### config.mk
export PLATFORM = sky130hd
export DESIGN_NAME = ger_regs
export DESIGN_NICKNAME = d
export VERILOG_FILES = /design/src/hdl/ger_pkg.sv /design/src/hdl/ger_regs.sv
export SDC_FILE = /design/constraint.sdc
export NUM_CORES = 1
export LEC_CHECK = 0
export ABC_AREA = 1
export BUFFER_PORTS_ARGS = -buffer_cell sky130_fd_sc_hd__clkbuf_2
export CAP_MARGIN = 10
export CORE_MARGIN = 2
export CORE_UTILIZATION = 60
export CTS_CLUSTER_DIAMETER = 30
export DETAILED_ROUTE_END_ITERATION = 12
export HOLD_SLACK_MARGIN = 0.03
export MAX_ROUTING_LAYER = met4
export PLACE_DENSITY_LB_ADDON = 0.1
export SLEW_MARGIN = 20
export SYNTH_ARGS = -nofsm -noshare
export SYNTH_HDL_FRONTEND = slang
export SYNTH_SLANG_ARGS = --single-unit
### constraint.sdc
create_clock -name sys_clk_i -period 2.05 [get_ports sys_clk_i]
set_input_delay 0.1025 -clock sys_clk_i [delete_from_list [all_inputs] [get_ports sys_clk_i]]
set_output_delay 0.1025 -clock sys_clk_i [all_outputs]
set_load 0.1 [all_outputs]
### src/hdl/ger_pkg.sv
/*
 * Package for the pin and edge-event register block: register offsets,
 * field positions, reset values, serial frame layout and the state record.
 * Assumes nothing of its surroundings beyond a SystemVerilog compiler.
 */
`default_nettype none
package ger_pkg;
	localparam int unsigned NUM_PINS   = 10;
	localparam int unsigned REG_W      = 16;
	localparam int unsigned ADDR_W     = 4;
	localparam int unsigned CNT_W      = 4;

	// Register offsets (word index within the frame address field).
	localparam logic [3:0] OFS_PIN_LEVEL = 4'h0;
	localparam logic [3:0] OFS_PIN_DIR   = 4'h1;
	localparam logic [3:0] OFS_RISE_EN   = 4'h2;
	localparam logic [3:0] OFS_FALL_EN   = 4'h3;
	localparam logic [3:0] OFS_FLAG_CS   = 4'h4;

	// Field positions.
	localparam int unsigned BIT_SER_DRIVE_LOW = 15;
	localparam int unsigned BIT_CONV_READY    = 11;
	localparam int unsigned BIT_TOUCH_PX      = 12;
	localparam int unsigned BIT_TOUCH_MX      = 13;
	localparam int unsigned BIT_TEL_CLIP      = 14;
	localparam int unsigned BIT_AUD_CLIP      = 15;

	// Implemented bits of the event registers: bits 0 to 9 and 11 to 15.
	localparam logic [15:0] EVENT_MASK = 16'hFBFF;
	localparam logic [15:0] DIR_MASK   = 16'h83FF;

	// Reset values.
	localparam logic [15:0] RST_REG = 16'h0000;

	// Serial frame: control word, write word, then the read word.
	localparam int unsigned CTRL_WRITE_BIT = 15;
	localparam int unsigned CTRL_ADDR_LSB  = 11;
	localparam logic [3:0]  WORD_LAST      = 4'hF;

	typedef enum logic [1:0] {
		GER_IDLE,
		GER_CTRL,
		GER_WDATA,
		GER_RDATA
	} ger_frame_t;

	// Synchroniser stages for all inputs from outside the clock domain.
	typedef struct packed {
		logic                sck;
		logic                sync;
		logic                din;
		logic [REG_W-1:0]    src;
	} ger_samp_t;

	typedef struct packed {
		ger_samp_t           s1;
		ger_samp_t           s2;
		logic                sck3;
		logic [REG_W-1:0]    src3;
		ger_frame_t          frame;
		logic [CNT_W-1:0]    cnt;
		logic [REG_W-1:0]    ctrl_sh;
		logic [REG_W-1:0]    wdata_sh;
		logic [REG_W-1:0]    rdata_sh;
		logic                sdo;
		logic                sdo_oe;
		logic [NUM_PINS-1:0] pin_out;
		logic [REG_W-1:0]    dir;
		logic [REG_W-1:0]    rise_en;
		logic [REG_W-1:0]    fall_en;
		logic [REG_W-1:0]    clr_last;
		logic [REG_W-1:0]    flags;
	} ger_state_t;
endpackage
`default_nettype wire

### src/hdl/ger_regs.sv
/*
 * Pin data, direction, edge-event enable and event flag registers reached
 * over the four-wire serial interface bus.
 * A frame is 48 bus clock falls: a control word with the write flag and
 * the address, a write word applied at the last fall of the second word,
 * and a read word driven on the rising edges of the third word, MSB first.
 * The read word holds the register value from before that frame's write.
 * The event flags have no interrupt pin of their own; software polls them.
 * Assumes the serial bus clock runs well below a quarter of sys_clk_i and
 * that all pins and event sources are asynchronous to sys_clk_i.
 * Assumes ser_sync_i and ser_din_i are steady around each bus clock fall,
 * and that the controller waits for all 48 falls before the next frame.
 */
`default_nettype none
module ger_regs
	import ger_pkg::*;
(
	input  wire logic                sys_clk_i,
	input  wire logic                rst_b_i,
	input  wire logic                ser_clk_i,
	input  wire logic                ser_sync_i,
	input  wire logic                ser_din_i,
	output logic                     serial_data_output_o,
	output logic                     serial_data_output_oe_o,
	input  wire logic [NUM_PINS-1:0] pin_i,
	output logic      [NUM_PINS-1:0] pin_o,
	output logic      [NUM_PINS-1:0] pin_oe_o,
	input  wire logic                conv_ready_i,
	input  wire logic                touch_plus_x_line_i,
	input  wire logic                touch_minus_x_line_i,
	input  wire logic                tel_clip_i,
	input  wire logic                aud_clip_i
);
	ger_state_t       st_q;
	ger_state_t       st_d;
	ger_samp_t        raw;
	logic             sck_fall;
	logic             sck_rise;
	logic [REG_W-1:0] rise_ev;
	logic [REG_W-1:0] fall_ev;
	logic [REG_W-1:0] set_ev;
	logic [REG_W-1:0] clr_ev;
	logic [REG_W-1:0] rdata;
	logic [ADDR_W-1:0] addr;
	logic             wr_en;
	logic [REG_W-1:0] src_now;
	logic [REG_W-1:0] src_old;
	logic [REG_W-1:0] wdata_full;
	logic             word_end;
	logic             wr_strobe;
	logic             wr_pin;
	logic             wr_dir;
	logic             wr_rise;
	logic             wr_fall;
	logic             wr_flag;
	logic [NUM_PINS-1:0] pin_set;
	logic             conv_set;
	logic             tpx_set;
	logic             tmx_set;
	logic             tel_set;
	logic             aud_set;

	assign raw.sck  = ser_clk_i;
	assign raw.sync = ser_sync_i;
	assign raw.din  = ser_din_i;
	assign raw.src[NUM_PINS-1:0]   = pin_i;
	assign raw.src[10]             = 1'b0;
	assign raw.src[BIT_CONV_READY] = conv_ready_i;
	assign raw.src[BIT_TOUCH_PX]   = touch_plus_x_line_i;
	assign raw.src[BIT_TOUCH_MX]   = touch_minus_x_line_i;
	assign raw.src[BIT_TEL_CLIP]   = tel_clip_i;
	assign raw.src[BIT_AUD_CLIP]   = aud_clip_i;

	always_comb begin
		st_d = st_q;
		// Two stages, then a third copy for edge finding.
		st_d.s1   = raw;
		st_d.s2   = st_q.s1;
		st_d.sck3 = st_q.s2.sck;
		st_d.src3 = st_q.s2.src;
		sck_fall  = st_q.sck3 & ~st_q.s2.sck;
		sck_rise  = ~st_q.sck3 & st_q.s2.sck;

		// Edge events gated by the enables.
		src_now = st_q.s2.src;
		src_old = st_q.src3;
		rise_ev = src_now & ~src_old & st_q.rise_en;
		fall_ev = ~src_now & src_old & st_q.fall_en;
		set_ev  = (rise_ev | fall_ev) & EVENT_MASK;

		// Set requests per source group.
		pin_set  = set_ev[NUM_PINS-1:0];
		conv_set = set_ev[BIT_CONV_READY];
		tpx_set  = set_ev[BIT_TOUCH_PX];
		tmx_set  = set_ev[BIT_TOUCH_MX];
		tel_set  = set_ev[BIT_TEL_CLIP];
		aud_set  = set_ev[BIT_AUD_CLIP];

		// Control word decoding.
		addr  = st_q.ctrl_sh[CTRL_ADDR_LSB +: ADDR_W];
		wr_en = st_q.ctrl_sh[CTRL_WRITE_BIT];

		// Write strobe at the last fall of the write word.
		wdata_full = {st_q.wdata_sh[REG_W-2:0], st_q.s2.din};
		word_end   = sck_fall && (st_q.cnt == WORD_LAST);
		wr_strobe  = (st_q.frame == GER_WDATA) && word_end && wr_en;
		wr_pin     = wr_strobe && (addr == OFS_PIN_LEVEL);
		wr_dir     = wr_strobe && (addr == OFS_PIN_DIR);
		wr_rise    = wr_strobe && (addr == OFS_RISE_EN);
		wr_fall    = wr_strobe && (addr == OFS_FALL_EN);
		wr_flag    = wr_strobe && (addr == OFS_FLAG_CS);

		// Read multiplexer.
		if (addr == OFS_PIN_LEVEL) begin
			rdata = {6'h00, st_q.s2.src[NUM_PINS-1:0]};
		end else if (addr == OFS_PIN_DIR) begin
			rdata                    = 16'h0000;
			rdata[NUM_PINS-1:0]      = st_q.dir[NUM_PINS-1:0];
			rdata[BIT_SER_DRIVE_LOW] = st_q.dir[BIT_SER_DRIVE_LOW];
		end else if (addr == OFS_RISE_EN) begin
			rdata = st_q.rise_en;
		end else if (addr == OFS_FALL_EN) begin
			rdata = st_q.fall_en;
		end else if (addr == OFS_FLAG_CS) begin
			rdata                 = 16'h0000;
			rdata[NUM_PINS-1:0]   = st_q.flags[NUM_PINS-1:0];
			rdata[BIT_CONV_READY] = st_q.flags[BIT_CONV_READY];
			rdata[BIT_TOUCH_PX]   = st_q.flags[BIT_TOUCH_PX];
			rdata[BIT_TOUCH_MX]   = st_q.flags[BIT_TOUCH_MX];
			rdata[BIT_TEL_CLIP]   = st_q.flags[BIT_TEL_CLIP];
			rdata[BIT_AUD_CLIP]   = st_q.flags[BIT_AUD_CLIP];
		end else begin
			rdata = 16'h0000;
		end

		clr_ev = 16'h0000;

		// Serial frame sequencing on the sampled bus clock.
		case (st_q.frame)
			GER_IDLE: begin
				st_d.sdo_oe = 1'b0;
				if (sck_fall && st_q.s2.sync) begin
					st_d.frame   = GER_CTRL;
					st_d.ctrl_sh = {st_q.ctrl_sh[REG_W-2:0], st_q.s2.din};
					st_d.cnt     = 4'h1;
				end
			end
			GER_CTRL: begin
				if (sck_fall) begin
					st_d.ctrl_sh = {st_q.ctrl_sh[REG_W-2:0], st_q.s2.din};
					st_d.cnt     = st_q.cnt + 4'h1;
					if (st_q.cnt == WORD_LAST) begin
						st_d.frame  = GER_WDATA;
						st_d.sdo    = 1'b0;
						st_d.sdo_oe = st_q.dir[BIT_SER_DRIVE_LOW];
					end
				end
			end
			GER_WDATA: begin
				if (sck_fall) begin
					st_d.wdata_sh = {st_q.wdata_sh[REG_W-2:0], st_q.s2.din};
					st_d.cnt      = st_q.cnt + 4'h1;
					if (st_q.cnt == WORD_LAST) begin
						st_d.frame    = GER_RDATA;
						st_d.sdo_oe   = 1'b0;
						st_d.rdata_sh = rdata;
					end
				end
			end
			GER_RDATA: begin
				if (sck_rise) begin
					st_d.sdo      = st_q.rdata_sh[REG_W-1];
					st_d.sdo_oe   = 1'b1;
					st_d.rdata_sh = {st_q.rdata_sh[REG_W-2:0], 1'b0};
				end
				if (sck_fall) begin
					st_d.cnt = st_q.cnt + 4'h1;
					if (st_q.cnt == WORD_LAST) begin
						st_d.frame  = GER_IDLE;
						st_d.sdo_oe = 1'b0;
					end
				end
			end
			default: begin
				st_d.frame = GER_IDLE;
			end
		endcase

		// Register writes at the end of the write word.
		if (wr_pin) begin
			st_d.pin_out = wdata_full[NUM_PINS-1:0];
		end
		if (wr_dir) begin
			st_d.dir = wdata_full & DIR_MASK;
		end
		if (wr_rise) begin
			st_d.rise_en = wdata_full & EVENT_MASK;
		end
		if (wr_fall) begin
			st_d.fall_en = wdata_full & EVENT_MASK;
		end
		if (wr_flag) begin
			// Only a zero-to-one change clears.
			clr_ev        = wdata_full & ~st_q.clr_last & EVENT_MASK;
			st_d.clr_last = wdata_full & EVENT_MASK;
		end

		// Set wins over a clear in the same cycle.
		st_d.flags[NUM_PINS-1:0] = (st_q.flags[NUM_PINS-1:0]
			& ~clr_ev[NUM_PINS-1:0]) | pin_set;
		st_d.flags[10] = 1'b0;
		st_d.flags[BIT_CONV_READY] = (st_q.flags[BIT_CONV_READY]
			& ~clr_ev[BIT_CONV_READY]) | conv_set;
		st_d.flags[BIT_TOUCH_PX] = (st_q.flags[BIT_TOUCH_PX]
			& ~clr_ev[BIT_TOUCH_PX]) | tpx_set;
		st_d.flags[BIT_TOUCH_MX] = (st_q.flags[BIT_TOUCH_MX]
			& ~clr_ev[BIT_TOUCH_MX]) | tmx_set;
		st_d.flags[BIT_TEL_CLIP] = (st_q.flags[BIT_TEL_CLIP]
			& ~clr_ev[BIT_TEL_CLIP]) | tel_set;
		st_d.flags[BIT_AUD_CLIP] = (st_q.flags[BIT_AUD_CLIP]
			& ~clr_ev[BIT_AUD_CLIP]) | aud_set;
	end

	always_ff @(posedge sys_clk_i) begin
		if (!rst_b_i) begin
			st_q.s1       <= '0;
			st_q.s2       <= '0;
			st_q.sck3     <= 1'b0;
			st_q.src3     <= '0;
			st_q.frame    <= GER_IDLE;
			st_q.cnt      <= '0;
			st_q.ctrl_sh  <= RST_REG;
			st_q.wdata_sh <= RST_REG;
			st_q.rdata_sh <= RST_REG;
			st_q.sdo      <= 1'b0;
			st_q.sdo_oe   <= 1'b0;
			st_q.pin_out  <= '0;
			st_q.dir      <= RST_REG;
			st_q.rise_en  <= RST_REG;
			st_q.fall_en  <= RST_REG;
			st_q.clr_last <= RST_REG;
			st_q.flags    <= RST_REG;
		end else begin
			st_q <= st_d;
		end
	end

	assign pin_o                   = st_q.pin_out;
	assign pin_oe_o                = st_q.dir[NUM_PINS-1:0];
	assign serial_data_output_o    = st_q.sdo;
	assign serial_data_output_oe_o = st_q.sdo_oe;
endmodule
`default_nettype wire

==> impl_summary.md <==
Synthesis
Summed over all instances, the cell type with the most area after synthesis is sky130_fd_sc_hd__dfxtp_1. The synthesized instance count is 981. Synthesis instantiated 30 different standard cells from the library. The commonest cells after synthesis are sky130_fd_sc_hd__dfxtp_1 (188), sky130_fd_sc_hd__nand2_1 (187), sky130_fd_sc_hd__a21oi_1 (149), sky130_fd_sc_hd__inv_1 (124), sky130_fd_sc_hd__o21ai_0 (106). Summing every instance area after synthesis gives 7523 um^2. The average size of a mapped cell is 7.669 um^2. Synthesis inferred 188 register bits. The part of the Yosys area used for sequential elements is 50.02%. For this run, asynchronously set or reset flops after synthesis account for 0%. In the post-synthesis netlist, the cell with the most instances is sky130_fd_sc_hd__dfxtp_1.

Counting flops with a built-in enable in the synthesized netlist gives 0. After synthesis, the cell types taking the most area are sky130_fd_sc_hd__dfxtp_1 (50%), sky130_fd_sc_hd__a21oi_1 (9.9%), sky130_fd_sc_hd__nand2_1 (9.3%). The number of nets handed over by synthesis was 1007.

After synthesis, the largest area contributor takes up 50.02% of total cell area. In the synthesized netlist the dominant register cell turns out to be sky130_fd_sc_hd__dfxtp_1. Yosys printed 0 warnings.

Power and ir drop
The power consumption is 8117 uW. The worst voltage drop across the vdd grid is 0.8559 mV. The total leakage power is 0.003711 uW. Dividing total power by cell area gives a power density of 952.2 nW/um^2.

Critical path
The top cell family by delay on the critical path is simple AND/OR/NAND/NOR gates. The largest fanout on the critical path is 8. Setup slack on the worst reg-to-reg path comes out at 0.17 ns. At the worst endpoint, the required time is 2.40 ns.

The count of buffer and inverter cells on the critical path is 4. The length in cells of the worst reg-to-reg path is 11. In this run the worst setup path begins at st_q[144]. The library cell appearing most often on the critical path is sky130_fd_sc_hd__nand2_1. In this run the number of cells on the critical path is 11.

The type of the worst setup path is flop to flop. For this run, the slowest stage of the critical path takes 0.37 ns. The worst setup path is captured at a flop.

STA classifies the critical path startpoint as a flop. The critical path goes through inv_1 > ha_1 > buf_4 > inv_1 > nand3_2 > nand2_1 > nand2_1 > inv_1 > nand2_1 > nand2_1 > nor3b_1. In this run the critical register-to-register path is captured at st_q[143]. In this run the critical register-to-register path is launched from st_q[144]. In this run the worst setup path terminates at st_q[143]. Among all stages on the critical path, the largest delay is contributed by sky130_fd_sc_hd__dfxtp_1. Data arrives at the worst endpoint at 2.23 ns.

Clock tree
The clock latency on the worst-skew pair is 0.43 ns. Clock-pin slew was measured on the worst setup and hold paths at 0.07 ns. The buffer count from post-CTS setup fixing is 0.

The total clock buffers created by CTS is 17. Counting along the longest clock path gives a buffer depth of 2. The clock root buffer is sky130_fd_sc_hd__clkbuf_16.

TritonCTS built the clock tree. The clock sink total is 188. The number of H-tree branching levels is 4.

Die
The standard cell core area is 12110 um^2. The starting density of the core is 62.12%. The boundary pin count is 42. The die covers 13450 um^2.

The die outline width is 116.0 um. In this run the core area contains 40 standard-cell rows. The vertical die dimension is 116.0 um.

Detailed routing
Dividing the detail-routed wire length by the instance count gives 14.49 um. Once detail routing completed, the nets flagged for antenna violations numbered 0. The length of the first detailed-routing pass in iterations is 5. The first routing iteration left 560 violations. The total via count after detailed routing is 6217. The via density per instance is 5.211. The post-detailed-route DRC marker count is 0. The final wirelength is 17.28 mm.

Min path
The tightest min-delay check is of the input port to flop type.

STA
The max-slew violation total from the final report is 0. The measured slew at the worst slew-check pin is 0.7730 ns. Setup violations remaining at the end of the flow were counted as 0.

The worst pin sits at a relative slew slack of 48.39%. Static timing analysis puts the maximum clock frequency at 0.5323 GHz. The worst setup skew after layout is 0.007417 ns. The minimum period implied by the final worst setup slack is 1.879 ns. The total negative slack for setup checks is 0 ns. The final hold violation count is 0. Setup repair after global routing left no endpoint under its margin. The ratio of final minimum period to clock period is 91.64%. The final worst hold slack is 0.06902 ns.

Finish
The repair_antennas step left the layout with diodes totalling 0. Summing all multi-input logic gate instances after layout gives 2885 um^2. The total of fill cells in the finished design is 1044.

After the last flow step, the layout net total stands at 1041. Cells fill 70.38% of the core in the end. Across the whole layout, storage elements account for 3764 um^2. Compared with the post-synthesis result, the final layout area differs by 13.30%. The share of final-layout standard cells stronger than drive strength 1 is 11.41%.

Place
After legalization and detailed placement, the total HPWL measured 11.38 mm. Routability-driven placement finished with a final weighted congestion of 0.8836. Input and output buffers added on the ports amount to 41.

Global route
Global routing finished with a remaining overflow of 0. Entering global routing, the biggest net connects 72 pins. The first global-routing pass estimated 27.83 mm of wire. The number of antenna violations at the first check in global routing was 0. The global routing usage summed across all routing layers is 27.66%.

The via count of the first global-routing pass is 5556.

Run status
The flow ran to the end, and the final reports show no timing, DRC or antenna violations.

Job
The number of maximum-capacitance constraint violations is 0.
timing repair:
| item | in CTS | in global routing |
|---|---|---|
| hold buffers | 18 | 0 |
| hold endpoints to repair | 18 | 0 |
| resized for setup | 0 | 2 |
| endpoints found under the setup margin | 0 | 1 |
how the worst min path moves through the flow:
stage,start,to,slack [ns],depth (start not counted)
final,rst_b_i,src_now[6],0.07,3
after global routing,rst_b_i,src_now[6],0.09,3
after CTS,rst_b_i,src_now[3],0.06,3
after detailed placement,touch_plus_x_line_i,st_d[175],0.28,3
after global placement,touch_plus_x_line_i,st_d[175],0.28,3
after floorplan,touch_plus_x_line_i,st_d[175],0.20,2
metal layers:
layer | part of all wire, % | vias to the layer above | global-route usage (%)
li1 | - | 3203 | -
met1 | 47 | 2842 | 36.41
met2 | 47 | 156 | 44.37
met3 | 5.2 | 16 | 5.492
met4 | 1.1 | 0 | 6.349
met5 | 0 | - | -
worst register-to-register path: cells and delay by family (launching register included):
family / cells / cell delay (ns)
fa+ha+maj: 1 / 0.25
flops: 1 / 0.37
simple gates: 6 / 0.66
buf+inv: 4 / 0.52
cells by family (layout without fill, tap and decap cells):
group / count (synthesis) / count (layout) / share of synthesized area [%]
fa+ha+maj: 6 / 6 / 0.9978
simple gates: 305 / 305 / 17.98
compound gates: 284 / 284 / 19.31
flops: 188 / 188 / 50.02
buf+inv: 198 / 242 / 11.69
cells in the final DEF, fill, tap and decap left out, types with 3 or more instances in the layout:
cell type | Yosys | layout
sky130_fd_sc_hd__a21oi_1 | 149 | 149
sky130_fd_sc_hd__nor3_1 | 13 | 13
sky130_fd_sc_hd__nand2_1 | 187 | 187
sky130_fd_sc_hd__or2_2 | 3 | 3
sky130_fd_sc_hd__nand2_2 | 4 | 4
sky130_fd_sc_hd__dfxtp_1 | 188 | 188
sky130_fd_sc_hd__nand3b_1 | 15 | 15
sky130_fd_sc_hd__a31oi_1 | 11 | 11
sky130_fd_sc_hd__nand3_1 | 16 | 16
sky130_fd_sc_hd__nor2_4 | 4 | 5
sky130_fd_sc_hd__nor2_1 | 55 | 55
sky130_fd_sc_hd__o21ai_1 | 11 | 11
sky130_fd_sc_hd__buf_4 | 26 | 18
sky130_fd_sc_hd__buf_12 | 0 | 3
sky130_fd_sc_hd__ha_1 | 6 | 6
sky130_fd_sc_hd__inv_1 | 124 | 124
sky130_fd_sc_hd__bufinv_16 | 0 | 3
sky130_fd_sc_hd__inv_2 | 9 | 9
sky130_fd_sc_hd__o21ai_0 | 106 | 106
sky130_fd_sc_hd__a211oi_1 | 3 | 3
sky130_fd_sc_hd__clkbuf_16 | 0 | 17
sky130_fd_sc_hd__dlygate4sd3_1 | 0 | 18
sky130_fd_sc_hd__clkbuf_2 | 0 | 40
sky130_fd_sc_hd__o211ai_1 | 3 | 3
stage by stage:
stage,cells,setup slack (ns),cell area (um^2)
detailed placement,1146,0.2412,7754
global placement,1146,0.2981,7754
finish,1193,0.1713,8524
CTS,1193,0.1346,8518
floorplan,981,0.4818,7523
global route,1193,0.02017,8524
flip-flops by register name (all words and copies together), names as in the netlist:
name and cells:
st_d 19, src_now 15, pin_o 10, addr 4, st_q 113, pin_oe_o 10
serial_data_output_o 1, src_old 15, serial_data_output_oe_o 1
where the power goes:
group	internal [uW]	leakage (uW)	switching [uW]
clock network	1930	0.000282	1380
logic	312	0.00190	573
registers	3820	0.00153	98.5
total	6070	0.00371	2050
final cells by class:
class	count	area share, %
repair buffers	79	6.752
clock inverters	10	1.659
inverters	134	5.930
clock buffers	19	5.196
multi-input cells	595	33.85
well taps	168	2.466
flip-flops and latches	188	44.15
Note: power is estimated with default switching activity, not from simulation.
